--- config.mk ---
export PLATFORM = sky130hd
export DESIGN_NAME = ppi_top
export DESIGN_NICKNAME = d
export VERILOG_FILES = /design/src/core/ppi_pkg.sv /design/src/core/ppi_axil.sv /design/src/core/ppi_match.sv /design/src/core/ppi_top.sv
export SDC_FILE = /design/constraint.sdc
export NUM_CORES = 1
export LEC_CHECK = 0
export BUFFER_PORTS_ARGS = -buffer_cell sky130_fd_sc_hd__buf_2
export CAP_MARGIN = 15
export CELL_PAD_IN_SITES_DETAIL_PLACEMENT = 1
export CELL_PAD_IN_SITES_GLOBAL_PLACEMENT = 1
export CORE_UTILIZATION = 36
export CTS_CLUSTER_DIAMETER = 60
export DETAILED_ROUTE_END_ITERATION = 10
export GPL_ROUTABILITY_DRIVEN = 0
export PLACE_DENSITY = 0.72
export SETUP_SLACK_MARGIN = 0.4
export SLEW_MARGIN = 20
export SYNTH_ARGS = -nofsm -noshare
export SYNTH_HDL_FRONTEND = slang
export SYNTH_HIERARCHICAL = 1
export SYNTH_SLANG_ARGS = --single-unit
--- constraint.sdc ---
create_clock -name ref_clk -period 4.7 [get_ports ref_clk]
set_input_delay 0.235 -clock ref_clk [delete_from_list [all_inputs] [get_ports ref_clk]]
set_output_delay 0.235 -clock ref_clk [all_outputs]
set_load 0.01 [all_outputs]
--- src/core/ppi_pkg.sv ---
// Constants and types shared by the polled pattern interrupt unit
package ppi_pkg;
  // ----------------------------------------------------------------
  // Widths
  // ----------------------------------------------------------------
  localparam int PORT_W = 8;
  localparam int ADDR_W = 4;
  // ----------------------------------------------------------------
  // Register byte offsets
  // ----------------------------------------------------------------
  localparam logic [ADDR_W-1:0] OFS_CFG = 4'h0;   // Compare [7:0], mask [15:8]
  localparam logic [ADDR_W-1:0] OFS_STAT = 4'h4;  // Armed, pending, in handler, port
  localparam logic [ADDR_W-1:0] OFS_IRQST = 4'h8; // Sticky events, clear on read
  localparam logic [ADDR_W-1:0] OFS_IRQMSK = 4'hc; // Event mask
  // ----------------------------------------------------------------
  // Field positions
  // ----------------------------------------------------------------
  localparam int CFG_CMP_LSB = 0;
  localparam int CFG_MSK_LSB = 8;
  localparam int ST_ARMED = 0;
  localparam int ST_PEND = 1;
  localparam int ST_INHDL = 2;
  localparam int ST_PORT_LSB = 8;
  localparam int EV_TAKEN = 0;
  localparam int EV_ABORT = 1;
  localparam int EV_W = 2;
  // ----------------------------------------------------------------
  // Reset values and bus responses
  // ----------------------------------------------------------------
  localparam logic [PORT_W-1:0] RST_BYTE = 8'h00;
  localparam logic [EV_W-1:0] RST_EV = 2'h0;
  localparam logic [1:0] RESP_OKAY = 2'h0;
  localparam logic [1:0] RESP_SLVERR = 2'h2;
  // ----------------------------------------------------------------
  // Unit state
  // ----------------------------------------------------------------
  typedef enum logic [1:0] {PPI_IDLE, PPI_ARMED, PPI_HANDLER} ppi_state_t;
endpackage : ppi_pkg

--- src/core/ppi_axil.sv ---
// AXI4-Lite slave front end with one-word register strobes
`timescale 1ns/100ps
`default_nettype none
module ppi_axil #(
  parameter int AW = 4
) (
  input wire logic ref_clk,
  input wire logic rst_n,
  input wire logic [AW-1:0] s_axi_awaddr,
  input wire logic s_axi_awvalid,
  output logic s_axi_awready,
  input wire logic [31:0] s_axi_wdata,
  input wire logic [3:0] s_axi_wstrb,
  input wire logic s_axi_wvalid,
  output logic s_axi_wready,
  output logic [1:0] s_axi_bresp,
  output logic s_axi_bvalid,
  input wire logic s_axi_bready,
  input wire logic [AW-1:0] s_axi_araddr,
  input wire logic s_axi_arvalid,
  output logic s_axi_arready,
  output logic [31:0] s_axi_rdata,
  output logic [1:0] s_axi_rresp,
  output logic s_axi_rvalid,
  input wire logic s_axi_rready,
  output logic wrStb,
  output logic [AW-1:0] wrAddr,
  output logic [31:0] wrData,
  output logic [3:0] wrStrb,
  input wire logic wrOk,
  output logic rdStb,
  output logic [AW-1:0] rdAddr,
  input wire logic [31:0] rdData,
  input wire logic rdOk
);
  logic awHeld, next_awHeld, wHeld, next_wHeld;
  logic [AW-1:0] awA, next_awA;
  logic [31:0] wD, next_wD;
  logic [3:0] wS, next_wS;
  logic bV, next_bV, rV, next_rV, arRdy, next_arRdy;
  logic awRdy, next_awRdy, wRdy, next_wRdy;
  logic [1:0] bR, next_bR, rR, next_rR;
  logic [31:0] rD, next_rD;
  // ----------------------------------------------------------------
  // Write path: catch address and data in any order, then respond
  // ----------------------------------------------------------------
  always_comb begin
    next_awHeld = awHeld;
    next_wHeld = wHeld;
    next_awA = awA;
    next_wD = wD;
    next_wS = wS;
    next_bV = bV;
    next_bR = bR;
    if (s_axi_awvalid && !awHeld && !bV) begin
      next_awHeld = 1'b1;
      next_awA = s_axi_awaddr;
    end
    if (s_axi_wvalid && !wHeld && !bV) begin
      next_wHeld = 1'b1;
      next_wD = s_axi_wdata;
      next_wS = s_axi_wstrb;
    end
    if (awHeld && wHeld) begin
      next_awHeld = 1'b0;
      next_wHeld = 1'b0;
      next_bV = 1'b1;
      next_bR = wrOk ? ppi_pkg::RESP_OKAY : ppi_pkg::RESP_SLVERR;
    end
    if (bV && s_axi_bready) begin
      next_bV = 1'b0;
    end
    // Ready flags come from registers so the port is glitch free
    next_awRdy = !next_awHeld && !next_bV;
    next_wRdy = !next_wHeld && !next_bV;
  end
  assign wrStb = awHeld && wHeld;
  assign wrAddr = awA;
  assign wrData = wD;
  assign wrStrb = wS;
  // ----------------------------------------------------------------
  // Read path: one cycle accept, registered data
  // ----------------------------------------------------------------
  assign rdStb = s_axi_arvalid && arRdy;
  assign rdAddr = s_axi_araddr;
  always_comb begin
    next_rV = rV;
    next_rD = rD;
    next_rR = rR;
    next_arRdy = arRdy;
    if (rdStb) begin
      next_arRdy = 1'b0;
      next_rV = 1'b1;
      next_rD = rdOk ? rdData : 32'h0000_0000;
      next_rR = rdOk ? ppi_pkg::RESP_OKAY : ppi_pkg::RESP_SLVERR;
    end else if (rV && s_axi_rready) begin
      next_rV = 1'b0;
      next_arRdy = 1'b1;
    end
  end
  // Register stage for both paths
  always_ff @(posedge ref_clk or negedge rst_n) begin
    if (!rst_n) begin
      awHeld <= 1'b0;
      wHeld <= 1'b0;
      awA <= '0;
      wD <= 32'h0000_0000;
      wS <= 4'h0;
      bV <= 1'b0;
      bR <= 2'h0;
      rV <= 1'b0;
      rD <= 32'h0000_0000;
      rR <= 2'h0;
      arRdy <= 1'b1;
      awRdy <= 1'b1;
      wRdy <= 1'b1;
    end else begin
      awHeld <= next_awHeld;
      wHeld <= next_wHeld;
      awA <= next_awA;
      wD <= next_wD;
      wS <= next_wS;
      bV <= next_bV;
      bR <= next_bR;
      rV <= next_rV;
      rD <= next_rD;
      rR <= next_rR;
      arRdy <= next_arRdy;
      awRdy <= next_awRdy;
      wRdy <= next_wRdy;
    end
  end
  assign s_axi_awready = awRdy;
  assign s_axi_wready = wRdy;
  assign s_axi_bvalid = bV;
  assign s_axi_bresp = bR;
  assign s_axi_arready = arRdy;
  assign s_axi_rvalid = rV;
  assign s_axi_rdata = rD;
  assign s_axi_rresp = rR;
endmodule // ppi_axil
`default_nettype wire

--- src/core/ppi_match.sv ---
// Masked pattern comparator for the input port
`timescale 1ns/100ps
`default_nettype none
module ppi_match #(
  parameter int WIDTH = 8
) (
  input wire logic [WIDTH-1:0] portIn,
  input wire logic [WIDTH-1:0] compare,
  input wire logic [WIDTH-1:0] mask,
  output logic hit
);
  logic [WIDTH-1:0] bitOk;
  // ----------------------------------------------------------------
  // Per-bit compare
  // ----------------------------------------------------------------
  genvar i;
  generate
    for (i = 0; i < WIDTH; i++) begin : gBit
      // Bit i is input i; unmasked bits always agree
      assign bitOk[i] = ~mask[i] | (portIn[i] == compare[i]);
    end
  endgenerate
  // Zero mask never hits
  assign hit = (&bitOk) & (|mask);
endmodule // ppi_match
`default_nettype wire

--- src/core/ppi_top.sv ---
// Polled pattern interrupt unit: core handshake, match and registers
`timescale 1ns/100ps
`default_nettype none
// Function
// - A hit is declared when the masked port bits equal the masked compare bits.
// - Port bits with a zero mask bit never affect the hit.
// - Port, mask and compare are eight bits, bit 0 being input 0 and bit 7 input 7.
// - The hit is only looked at on command boundaries, note gaps and during delays.
// - A hit at a poll point forces a call into the handler at once.
// - One compare and mask pair is held, and a new write replaces it; a write in the cycle a call is taken is dropped.
// - A zero mask disables the unit so nothing can trigger.
// - Taking an interrupt disarms the unit until software configures it again.
// - A configuration written in the handler waits and arms only at the return; one written in the return cycle is dropped.
// - If re-armed and still matching at the return, a new interrupt is taken at once.
// - After the return execution resumes at the command after the interrupted one.
// - An interrupted pause, wait, play or tune drops its remaining delay.
module ppi_top #(
  parameter int PORT_W = ppi_pkg::PORT_W
) (
  input wire logic ref_clk,
  input wire logic rst_n,
  // Input pins and core handshake
  input wire logic [PORT_W-1:0] inPort,
  input wire logic pollCmd,
  input wire logic pollNote,
  input wire logic delayActive,
  input wire logic handlerReturn,
  output logic intCall,
  output logic delayAbort,
  output logic armed,
  output logic irq,
  // AXI4-Lite
  input wire logic [ppi_pkg::ADDR_W-1:0] s_axi_awaddr,
  input wire logic s_axi_awvalid,
  output logic s_axi_awready,
  input wire logic [31:0] s_axi_wdata,
  input wire logic [3:0] s_axi_wstrb,
  input wire logic s_axi_wvalid,
  output logic s_axi_wready,
  output logic [1:0] s_axi_bresp,
  output logic s_axi_bvalid,
  input wire logic s_axi_bready,
  input wire logic [ppi_pkg::ADDR_W-1:0] s_axi_araddr,
  input wire logic s_axi_arvalid,
  output logic s_axi_arready,
  output logic [31:0] s_axi_rdata,
  output logic [1:0] s_axi_rresp,
  output logic s_axi_rvalid,
  input wire logic s_axi_rready
);
  ppi_pkg::ppi_state_t state, next_state;
  logic [PORT_W-1:0] cmpVal, next_cmpVal, mskVal, next_mskVal;
  logic [PORT_W-1:0] pendCmp, next_pendCmp, pendMsk, next_pendMsk;
  logic pend, next_pend;
  logic next_intCall, next_delayAbort, next_armed, next_irq;
  logic [ppi_pkg::EV_W-1:0] evStat, next_evStat, evMask, next_evMask;
  logic hit, pollNow, take, cfgWr;
  logic wrStb, rdStb, wrOk, rdOk;
  logic [ppi_pkg::ADDR_W-1:0] wrAddr, rdAddr;
  logic [31:0] wrData, rdData;
  logic [3:0] wrStrb;
  logic [ppi_pkg::EV_W-1:0] evSet;

  // ----------------------------------------------------------------
  // Bus slave and comparator
  // ----------------------------------------------------------------
  ppi_axil #(.AW(ppi_pkg::ADDR_W)) uBus (
    .ref_clk(ref_clk),
    .rst_n(rst_n),
    .s_axi_awaddr(s_axi_awaddr),
    .s_axi_awvalid(s_axi_awvalid),
    .s_axi_awready(s_axi_awready),
    .s_axi_wdata(s_axi_wdata),
    .s_axi_wstrb(s_axi_wstrb),
    .s_axi_wvalid(s_axi_wvalid),
    .s_axi_wready(s_axi_wready),
    .s_axi_bresp(s_axi_bresp),
    .s_axi_bvalid(s_axi_bvalid),
    .s_axi_bready(s_axi_bready),
    .s_axi_araddr(s_axi_araddr),
    .s_axi_arvalid(s_axi_arvalid),
    .s_axi_arready(s_axi_arready),
    .s_axi_rdata(s_axi_rdata),
    .s_axi_rresp(s_axi_rresp),
    .s_axi_rvalid(s_axi_rvalid),
    .s_axi_rready(s_axi_rready),
    .wrStb(wrStb),
    .wrAddr(wrAddr),
    .wrData(wrData),
    .wrStrb(wrStrb),
    .wrOk(wrOk),
    .rdStb(rdStb),
    .rdAddr(rdAddr),
    .rdData(rdData),
    .rdOk(rdOk)
  );

  ppi_match #(.WIDTH(PORT_W)) uMatch (
    .portIn(inPort),
    .compare(cmpVal),
    .mask(mskVal),
    .hit(hit)
  );

  // ----------------------------------------------------------------
  // Decode
  // ----------------------------------------------------------------
  assign wrOk = (wrAddr == ppi_pkg::OFS_CFG) || (wrAddr == ppi_pkg::OFS_IRQMSK) ||
                (wrAddr == ppi_pkg::OFS_STAT) || (wrAddr == ppi_pkg::OFS_IRQST);
  assign rdOk = wrOk_rd(rdAddr);
  assign cfgWr = wrStb && (wrAddr == ppi_pkg::OFS_CFG);
  // Poll points only, and never while the call is being issued
  assign pollNow = (pollCmd || pollNote || delayActive) && !intCall;
  assign take = (state == ppi_pkg::PPI_ARMED) && hit && pollNow;

  function automatic logic wrOk_rd(input logic [ppi_pkg::ADDR_W-1:0] a);
    wrOk_rd = (a == ppi_pkg::OFS_CFG) || (a == ppi_pkg::OFS_STAT) ||
              (a == ppi_pkg::OFS_IRQST) || (a == ppi_pkg::OFS_IRQMSK);
  endfunction

  // Read data mux
  always_comb begin
    rdData = 32'h0000_0000;
    unique case (rdAddr)
      ppi_pkg::OFS_CFG: begin
        rdData[ppi_pkg::CFG_CMP_LSB +: PORT_W] = pend ? pendCmp : cmpVal;
        rdData[ppi_pkg::CFG_MSK_LSB +: PORT_W] = pend ? pendMsk : mskVal;
      end
      ppi_pkg::OFS_STAT: begin
        rdData[ppi_pkg::ST_ARMED] = armed;
        rdData[ppi_pkg::ST_PEND] = pend;
        rdData[ppi_pkg::ST_INHDL] = (state == ppi_pkg::PPI_HANDLER);
        rdData[ppi_pkg::ST_PORT_LSB +: PORT_W] = inPort;
      end
      ppi_pkg::OFS_IRQST: rdData[ppi_pkg::EV_W-1:0] = evStat;
      ppi_pkg::OFS_IRQMSK: rdData[ppi_pkg::EV_W-1:0] = evMask;
      default: rdData = 32'h0000_0000;
    endcase
  end

  // ----------------------------------------------------------------
  // Arming state machine
  // ----------------------------------------------------------------
  always_comb begin
    next_state = state;
    next_cmpVal = cmpVal;
    next_mskVal = mskVal;
    next_pendCmp = pendCmp;
    next_pendMsk = pendMsk;
    next_pend = pend;
    next_intCall = 1'b0;
    next_delayAbort = 1'b0;
    unique case (state)
      ppi_pkg::PPI_IDLE, ppi_pkg::PPI_ARMED: begin
        if (take) begin
          next_state = ppi_pkg::PPI_HANDLER;
          next_intCall = 1'b1;
          next_delayAbort = delayActive || pollNote;
        end else if (cfgWr && wrStrb[0] && wrStrb[1]) begin
          // New pair replaces the old one; zero mask disarms
          next_cmpVal = wrData[ppi_pkg::CFG_CMP_LSB +: PORT_W];
          next_mskVal = wrData[ppi_pkg::CFG_MSK_LSB +: PORT_W];
          next_state = (|wrData[ppi_pkg::CFG_MSK_LSB +: PORT_W]) ?
                       ppi_pkg::PPI_ARMED : ppi_pkg::PPI_IDLE;
        end
      end
      ppi_pkg::PPI_HANDLER: begin
        if (cfgWr && wrStrb[0] && wrStrb[1]) begin
          // Held back until the return
          next_pendCmp = wrData[ppi_pkg::CFG_CMP_LSB +: PORT_W];
          next_pendMsk = wrData[ppi_pkg::CFG_MSK_LSB +: PORT_W];
          next_pend = 1'b1;
        end
        if (handlerReturn) begin
          // Core resumes at the next command after the return
          next_pend = 1'b0;
          if (pend) begin
            next_cmpVal = pendCmp;
            next_mskVal = pendMsk;
            next_state = (|pendMsk) ? ppi_pkg::PPI_ARMED : ppi_pkg::PPI_IDLE;
          end else begin
            next_state = ppi_pkg::PPI_IDLE;
          end
        end
      end
    endcase
  end
  // Armed output; the command resumed after the return is a poll point, so a live hit fires next
  assign next_armed = (next_state == ppi_pkg::PPI_ARMED);

  // ----------------------------------------------------------------
  // Event status and interrupt output
  // ----------------------------------------------------------------
  assign evSet = {next_delayAbort, next_intCall};
  always_comb begin
    next_evStat = evStat;
    next_evMask = evMask;
    if (rdStb && rdAddr == ppi_pkg::OFS_IRQST) begin
      next_evStat = '0;
    end
    next_evStat = next_evStat | evSet; // Set wins over clear
    if (wrStb && wrAddr == ppi_pkg::OFS_IRQMSK && wrStrb[0]) begin
      next_evMask = wrData[ppi_pkg::EV_W-1:0];
    end
    next_irq = |(next_evStat & next_evMask);
  end

  // Register stage
  always_ff @(posedge ref_clk or negedge rst_n) begin
    if (!rst_n) begin
      state <= ppi_pkg::PPI_IDLE;
      cmpVal <= ppi_pkg::RST_BYTE;
      mskVal <= ppi_pkg::RST_BYTE;
      pendCmp <= ppi_pkg::RST_BYTE;
      pendMsk <= ppi_pkg::RST_BYTE;
      pend <= 1'b0;
      intCall <= 1'b0;
      delayAbort <= 1'b0;
      armed <= 1'b0;
      evStat <= ppi_pkg::RST_EV;
      evMask <= ppi_pkg::RST_EV;
      irq <= 1'b0;
    end else begin
      state <= next_state;
      cmpVal <= next_cmpVal;
      mskVal <= next_mskVal;
      pendCmp <= next_pendCmp;
      pendMsk <= next_pendMsk;
      pend <= next_pend;
      intCall <= next_intCall;
      delayAbort <= next_delayAbort;
      armed <= next_armed;
      evStat <= next_evStat;
      evMask <= next_evMask;
      irq <= next_irq;
    end
  end
endmodule // ppi_top
`default_nettype wire

---- After elaboration in Yosys (flattened, before gate mapping) ----
Cells that the tools add are included.
cells by class
  eq/ne operators ......................... 20
  multiplexer cells ....................... 42
  bitwise logic cells ..................... 19
  reduce and logical (&&, ||, !) cells .... 49
operators by type and width
  kind                                            number
  2-to-1 mux 8 bit                                8
  case mux 8 bit (2 select lines)                 3
  OR reduction 8 bit                              3
  logical AND 1 bit                               19
  2-to-1 mux 1 bit                                19
  == test 4 bit (second input constant)           4
  2-to-1 mux 16 bit                               1
  2-to-1 mux 2 bit                                7
  logical OR 1 bit                                9
  == test 1 bit                                   8
  == test 4 x 3 -> 1 bit (second input constant)  2
  logical NOT 4 bit                               2
  inverter 1 bit                                  8
  OR 1 bit                                        8
  case mux 2 bit (4 select lines)                 1
  AND reduction 8 bit                             1
  logical NOT 1 bit                               7
  != test 2 bit (second input constant)           3
  2-to-1 mux 5 bit                                1
  == test 2 x 1 -> 1 bit (second input constant)  2
  case mux 2 bit (2 select lines)                 1
  AND reduction 2 bit                             2
  nonzero test 2 bit                              2
  OR reduction 2 bit                              2
  other kinds (7)                                 7
word-level totals
  flip-flop bits (word level) ............. 108

---- Depth between registers and ports, before layout ----
Gate-level depths: netlist of run 1.
  depth in word-level cells ............... 11
  mapped depth ............................ 8
  depth with buffers taken out ............ 7

---- Modules after synthesis ----
The synthesis of run 1 kept the hierarchy.
modules (own cells, without submodules)
  module     instances  cells an instance  area each (µm²)
  ppi_axil   1          268                3389.5
  ppi_top    1          223                2464.9
  ppi_match  1          15                 123.9

---- Worst setup path before layout of run 1 ----
OpenSTA, ideal clock, no wires.
  path kind ............................... register to register
  start point ............................. register cmpVal[5]
  end point ............................... register cmpVal[0]
  setup time .............................. 0.124 ns
  data arrival time ....................... 1.864 ns
  setup slack ............................. 2.712 ns
  cell stages (with the launch flop) ...... 9
  buffers on the path ..................... 1
  path through ............................ dfrtp_1 -> xor2_1 -> a222oi_1 -> and4_1 -> nand4bb_1 -> nor2_2 -> a211oi_4 -> buf_8 -> a2bb2oi_2
on the way
  cells in the longest elaborated chain, start to end .. 8
ends and longest elaborated chain
  what                                  line             source
  start, declared                       ppi_top.sv:52    logic [PORT_W-1:0] cmpVal, next_cmpVal, mskVal, next_mskVal;
  start signal, assigned                ppi_top.sv:212   cmpVal <= ppi_pkg::RST_BYTE;
  start signal, assigned                ppi_top.sv:225   cmpVal <= next_cmpVal;
  == test 1 bit                         ppi_match.sv:20  assign bitOk[i] = ~mask[i] | (portIn[i] == compare[i]);
  OR 1 bit                              ppi_match.sv:20
  AND reduction 8 bit                   ppi_match.sv:24  assign hit = (&bitOk) & (|mask);
  AND 1 bit                             ppi_match.sv:24
  via hit                               ppi_top.sv:57    logic hit, pollNow, take, cfgWr;
  logical AND 1 bit (2 in series)       ppi_top.sv:114   assign take = (state == ppi_pkg::PPI_ARMED) && hit && pollNow;
  != test 2 bit (no source line)        --
  AND reduction 3 bit (no source line)  --
The timed path passes the listed nets, and every way through them passes these cells.
A chain may end at the register's enable or synchronous reset.

---- Worst setup path after layout of run 1 ----
  start point ............................. register mskVal[1]
  end point ............................... register cmpVal[4]
on the way
  cells in the longest elaborated chain, start to end .. 8
ends and longest elaborated chain
  what                                    line             source
  start, declared                         ppi_top.sv:52
  start signal, assigned                  ppi_top.sv:213   mskVal <= ppi_pkg::RST_BYTE;
  start signal, assigned                  ppi_top.sv:226   mskVal <= next_mskVal;
  inverter 1 bit                          ppi_match.sv:20
  OR 1 bit                                ppi_match.sv:20
  AND reduction 8 bit                     ppi_match.sv:24
  AND 1 bit *                             ppi_match.sv:24
  via hit                                 ppi_top.sv:57
  logical AND 1 bit * (2 in series)       ppi_top.sv:114
  != test 2 bit (no source line) *        --
  AND reduction 3 bit (no source line) *  --
The timed path passes the listed nets; every way through them passes the cells marked *.

==> results of run 1 <==
-- registers in the layout (all words and copies together) (netlist names), 2 cells and up --
name	count
uBus/wrStrb	2
evStat	2
uBus/wrAddr	4
mskVal	8
pendCmp	8
cmpVal	8
state	2
uBus/wrData	16
pendMsk	8
uBus/s_axi_rdata	32
evMask	2
-- how the worst max path moves through the flow --
stage               from   endpoint  slack, ps  cells after the start
2_1_floorplan  cmpVal[5]  cmpVal[0]       2710                      8
3_3_place_gp   mskVal[1]  cmpVal[4]       2330                      7
3_5_place_dp   mskVal[1]  cmpVal[6]       2260                      7
4_1_cts        mskVal[1]  cmpVal[4]       2160                      7
5_1_grt        mskVal[1]  cmpVal[4]       2070                      7
6_report       mskVal[1]  cmpVal[4]       2210                      7
-- metal layers --
| layer | vias to the layer above | routed length [um] | global-route usage |
|---|---|---|---|
| li1 | 1796 | - | - |
| met1 | 1897 | 5620 | 0.226 |
| met2 | 68 | 6420 | 0.309 |
| met3 | 12 | 412 | 0.0293 |
| met4 | 0 | 200 | 0.0686 |
| met5 | - | 0 | 0 |
-- worst max-delay path, delay by kind of cell, from the launching register on --
kind            cells  cell delay [ps]
compound gates      3             1180
flops               1              420
simple gates        4              800
-- stage by stage --
step | std cells | utilization | area [um2] | hold WS (ps) | setup WS, ps
6_report | 735 | 0.440 | 6180 | 31.6 | 2210
2_1_floorplan | 486 | - | 5320 | -60.6 | 2710
4_1_cts | 735 | 0.440 | 6180 | 22.9 | 2160
3_3_place_gp | 718 | 0.412 | 5790 | 357 | 2330
5_1_grt | 735 | 0.440 | 6180 | 42.2 | 2070
3_5_place_dp | 718 | 0.412 | 5790 | 366 | 2260
-- power breakdown --
group / internal [mW] / switching [mW]
combinational: 0.478 / 0.435
clock: 0.629 / 0.344
sequential: 1.15 / 0.237
-- layout make-up --
type / count / area (um2) / area share
clock inverter: 5 / 150 / 0.0243
clock buffer: 11 / 233 / 0.0377
inverter: 39 / 146 / 0.0237
sequential: 106 / 2660 / 0.430
tap: 180 / 225 / 0.0364
multi-input combinational: 300 / 2280 / 0.368
timing repair buffer: 94 / 493 / 0.0798
-- layout by cell type (no fill, tap or decap), types with 6 or more instances in the layout --
master and instances:
clkbuf_16 9, buf_4 7, mux2_2 21, conb_1 18
dfrtp_1 103, nand3b_1 16, nor4_1 6, nand4_1 33
xor2_1 8, inv_1 39, nor2_1 30, o21ai_0 49
a21oi_1 10, a2bb2oi_1 6, mux2_4 20, buf_2 86
a2bb2oi_2 10, mux2i_1 20, nand2_1 6
==> results.txt, run 1 <==
Status -> finished, final reports clean
Power density over the cells -> 529 nW/um2
CP startpoint kind -> flop
Routed wire length -> 12700 um
Max Root-Sink Buffers -> 2
Setup bufs post-CTS -> 0
Crit Path Max Fanout -> 16
CP Data Arrival Time -> 2750 ps
Share of cells above drive strength 1 -> 0.315
Site Rows -> 43
Residual DRC -> 0
Slew headroom -> 0.323
Hold Crit Class -> in -> reg
CP required -> 4970 ps
Worst hold endpoint -> uBus/s_axi_awready
Die area -> 15100 um2
Final Skew -> 6.55 ps
Initial DRT Pass Iterations -> 4
Slowest cell on crit path -> a211oi_4
CTS Buf Count -> 9
Routed len/inst -> 17.2 um
Endpoints failing hold -> 0
Starting Density -> 0.374
Post-Synthesis Cells -> 470
# setup viols final -> 0
Tot GR Track Use -> 0.180
Core area -> 14000 um2
Nets -> 613
Hold_buf cts -> 1
Detailed-route via count -> 3773
GR Overflow Total -> 0
Worst-margin pin slew -> 1010 ps
Vias per inst -> 5.13
Final period utilization -> 0.529
Worst VDD drop -> 0.242 mV
Max Clk Rate -> 0.402 GHz
Crit-path max cell delay -> 810 ps
Filler instances -> 1574
# diodes -> 0
CTS tree -> yes
PostCTS Resize Cnt -> 0
IO Count -> 108
Final setup TNS -> 0 ps
Root Buffer -> clkbuf_16
YS warnings -> 6
Final Max Tran Viols -> 0
R2r setup slk -> 2210 ps
Die W -> 123 um
P&R area growth vs syn -> 17.6%
Antenna violations before repair -> 0
Leak pwr -> 2.90 nW
Cell count of the worst reg-to-reg path -> 7
Min cycle time layout -> 2490 ps
Htree depth -> 3
Worst-path clk slew -> 70 ps
Vias in the first global route -> 3910
Crit-path cells -> nor4_1, a22oi_1, and4_1, nand4bb_1, nor2_2, a211oi_4, a2bb2oi_1
Max Cap Viol -> 0
Worst Setup End Kind -> flop
DP HPWL -> 8730 um
Worst R2R End -> cmpVal[4]
Hold Path Cell Cnt -> 2
Antenna Nets Post-Route -> 0
Hold path start -> s_axi_awvalid
Largest net degree at the start of global routing -> 62
Initial detailed-routing violation count -> 159
Clk sink count -> 106
Clock insertion delay at the later pin of the skew report -> 360 ps
Die Ht -> 123 um
RSZ-0062 raised after global routing -> false
First-pass GRT wire length -> 20600 um
PortBufs -> 87
Syn Std Cell Area -> 5260 um2
Final Total Pwr -> 3.27 mW
Reg2Reg Launch Point -> mskVal[1]
Avg Inst Size Synth -> 11.2 um2
Critical path class -> reg -> reg
No activity file was read; power rests on OpenSTA's default activity.
==> run 2, diff against run 1 <==
--- a/config.mk
+++ b/config.mk
@@ -5,6 +5,7 @@
 export SDC_FILE = /design/constraint.sdc
 export NUM_CORES = 1
 export LEC_CHECK = 0
+export ABC_AREA = 1
 export BUFFER_PORTS_ARGS = -buffer_cell sky130_fd_sc_hd__buf_2
 export CAP_MARGIN = 15
 export CELL_PAD_IN_SITES_DETAIL_PLACEMENT = 1
@@ -13,7 +14,7 @@
 export CTS_CLUSTER_DIAMETER = 60
 export DETAILED_ROUTE_END_ITERATION = 10
 export GPL_ROUTABILITY_DRIVEN = 0
-export PLACE_DENSITY = 0.72
+export PLACE_DENSITY = 0.79
 export SETUP_SLACK_MARGIN = 0.4
 export SLEW_MARGIN = 20
 export SYNTH_ARGS = -nofsm -noshare
==> constraint.sdc (replaced) <==
create_clock -name ref_clk -period 2.21 [get_ports ref_clk]
set_input_delay 0.1105 -clock ref_clk [delete_from_list [all_inputs] [get_ports ref_clk]]
set_output_delay 0.1105 -clock ref_clk [all_outputs]
set_load 0.01 [all_outputs]
==> results.txt, run 2 <==
Clock share of power -> 0.210 (-0.088)
Worst setup margin -> 415 ps (-1800 ps)
Htree depth -> 3 (unchanged)
Die area -> 15100 um2 (-0.15%)
Place WS -> 109 ps (-2150 ps)
IO Count -> 108 (unchanged)
CP required -> 2440 ps (-2530 ps)
Tot GR Track Use -> 0.192 (+0.0124)
Share of cells above drive strength 1 -> 0.254 (-0.0616)
Antenna violations before repair -> 0 (unchanged)
Post-Synthesis Cells -> 639 (+36%)
Leak pwr -> 3.47 nW (+20%)
R2r setup slk -> 410 ps (-1800 ps)
Detailed-route via count -> 4448 (+18%)
P&R area growth vs syn -> 19.9%
Core area -> 14000 um2 (unchanged)
CTS tree -> yes
Worst-path clk slew -> 70 ps (about the same)
Routed len/inst -> 14.8 um (-14%)
Root Buffer -> clkbuf_16
GR Overflow Total -> 0 (unchanged)
Commonest non-fill, non-tap cell in the layout -> nand2_1
Sw frac -> 0.404 (+0.0932)
Starting Density -> 0.374 (-0.000535)
Initial DRT Pass Iterations -> 6 (+2)
# diodes -> 0 (unchanged)
Most frequent cells in the layout -> nand2_1, dfrtp_1, buf_2
Largest net degree at the start of global routing -> 69 (+11%)
Avg Inst Size Synth -> 8.22 um2 (-27%)
# setup viols final -> 0 (unchanged)
Final Skew -> 8.56 ps (+2.01 ps)
Crit path to -> mskVal[6]
Final setup TNS -> 0 ps (unchanged)
Combinational share of power -> 0.386 (+0.107)
Filler instances -> 1723 (+9.5%)
Clock insertion delay at the later pin of the skew report -> 350 ps (about the same)
Routed wire length -> 13700 um (+8.0%)
Cell count of the worst reg-to-reg path -> 10 (+3)
Max Cap Viol -> 0 (unchanged)
Max Root-Sink Buffers -> 2 (unchanged)
Clk sink count -> 106 (unchanged)
Site Rows -> 43 (unchanged)
Worst VDD drop -> 0.628 mV (+160%)
Int Power -> 4.49 mW (+99%)
Net switching power -> 3.04 mW (+200%)
Min cycle time layout -> 1800 ps (-694 ps)
Status -> finished, final reports clean
First-pass GRT wire length -> 22400 um (+8.7%)
PortBufs -> 87 (unchanged)
Worst Setup End Kind -> flop
Final period utilization -> 0.812 (+0.283)
CP Data Arrival Time -> 2020 ps (-730 ps)
Worst R2R End -> mskVal[6]
Vias per inst -> 4.81 (-6.3%)
Setup crit start -> cmpVal[2]
Crit Path Max Fanout -> 7 (-9)
Power density over the cells -> 1200 nW/um2 (+130%)
Endpoints failing hold -> 0 (unchanged)
Syn Std Cell Area -> 5250 um2 (-0.14%)
Nets -> 803 (+31%)
CTS Buf Count -> 9 (unchanged)
YS warnings -> 6 (unchanged)
Final Max Tran Viols -> 0 (unchanged)
Reg2Reg Launch Point -> cmpVal[2]
Die Ht -> 123 um (about the same)
Hold Crit Class -> in -> reg
Max FFs per register -> 32 (unchanged)
Die W -> 123 um (about the same)
Initial detailed-routing violation count -> 177 (+11%)
Flop pwr share -> 0.404 (-0.019)
Residual DRC -> 0 (unchanged)
Vias in the first global route -> 4570 (+17%)
Antenna Nets Post-Route -> 0 (unchanged)
Max Clk Rate -> 0.557 GHz (+39%)
DP HPWL -> 9750 um (+12%)
Critical path class -> reg -> reg
RSZ-0062 raised after global routing -> true
CP startpoint kind -> flop
==> run 2: how the worst min path moves through the flow <==
| stage | from | end | cells past startpoint |
|---|---|---|---|
| 6_report | s_axi_awaddr[1] | uBus/wrAddr[1] | 3 |
| 5_1_grt | s_axi_awaddr[1] | uBus/wrAddr[1] | 3 |
| 4_1_cts | s_axi_awaddr[1] | uBus/wrAddr[1] | 3 |
| 3_5_place_dp | rst_n | uBus/s_axi_rdata[16] | 1 |
| 3_3_place_gp | rst_n | uBus/s_axi_rdata[20] | 1 |
| 2_1_floorplan | rst_n | armed | 0 |
==> run 2: final cells by class <==
class,count,area [um2],share of cell area
repair buffers,110,703,0.112
clock buffers,10,229,0.0364
well taps,180,225,0.0358
clock inverters,6,57.6,0.00915
multi-input cells,467,2250,0.357
inverters,46,173,0.0274
flip-flops and latches,106,2660,0.422
==> run 2: through the flow <==
stage | power [mW] | util | hold WS (ps) | instances | area [um2]
2_1_floorplan | 4.90 | - | -185 | 655 | 5310
3_3_place_gp | 5.49 | 0.413 | -13.9 | 897 | 5790
3_5_place_dp | 5.66 | 0.413 | -9.77 | 897 | 5790
4_1_cts | 7.49 | 0.442 | 2.92 | 922 | 6210
5_1_grt | 8.08 | 0.448 | 12.6 | 925 | 6290
6_report | 7.54 | 0.448 | 7.62 | 925 | 6290
==> run 2: worst max-delay path, cell delays in order (launching register included) <==
cell and delay [ps]:
dfrtp_1 390, or2_0 230, nand3_1 80, nand3_1 120, nor2_4 180, nand4_4 110
nor2_4 150, nor2_4 60, nand2_8 110, clkbuf_16 160, o21ai_2 60
==> run 2: per-layer routing <==
layer / vias to the layer above / track usage / share of wire
met2: 92 / 0.334 / 0.50
met1: 2138 / 0.241 / 0.45
met4: 0 / 0.0389 / 0.0089
li1: 2210 / - / -
met3: 8 / 0.0488 / 0.042
met5: - / 0 / 0
==> run 2: power groups by stage <==
stage	sequential [mW]	combinational, mW	clock [mW]
5_1_grt	3.12	3.27	1.68
3_5_place_dp	3.08	2.59	0
6_report	3.04	2.91	1.58
4_1_cts	3.04	2.82	1.63
3_3_place_gp	3.04	2.45	0
2_1_floorplan	3.01	1.90	0
==> run 2: repair_timing <==
item,CTS,global route
gates cloned,1,2
pin swaps,6,4
endpoints found under the hold margin,104,0
setup buffers,6,1
endpoints found under the setup margin,21,17
hold buffers,2,0
resized for setup,12,5
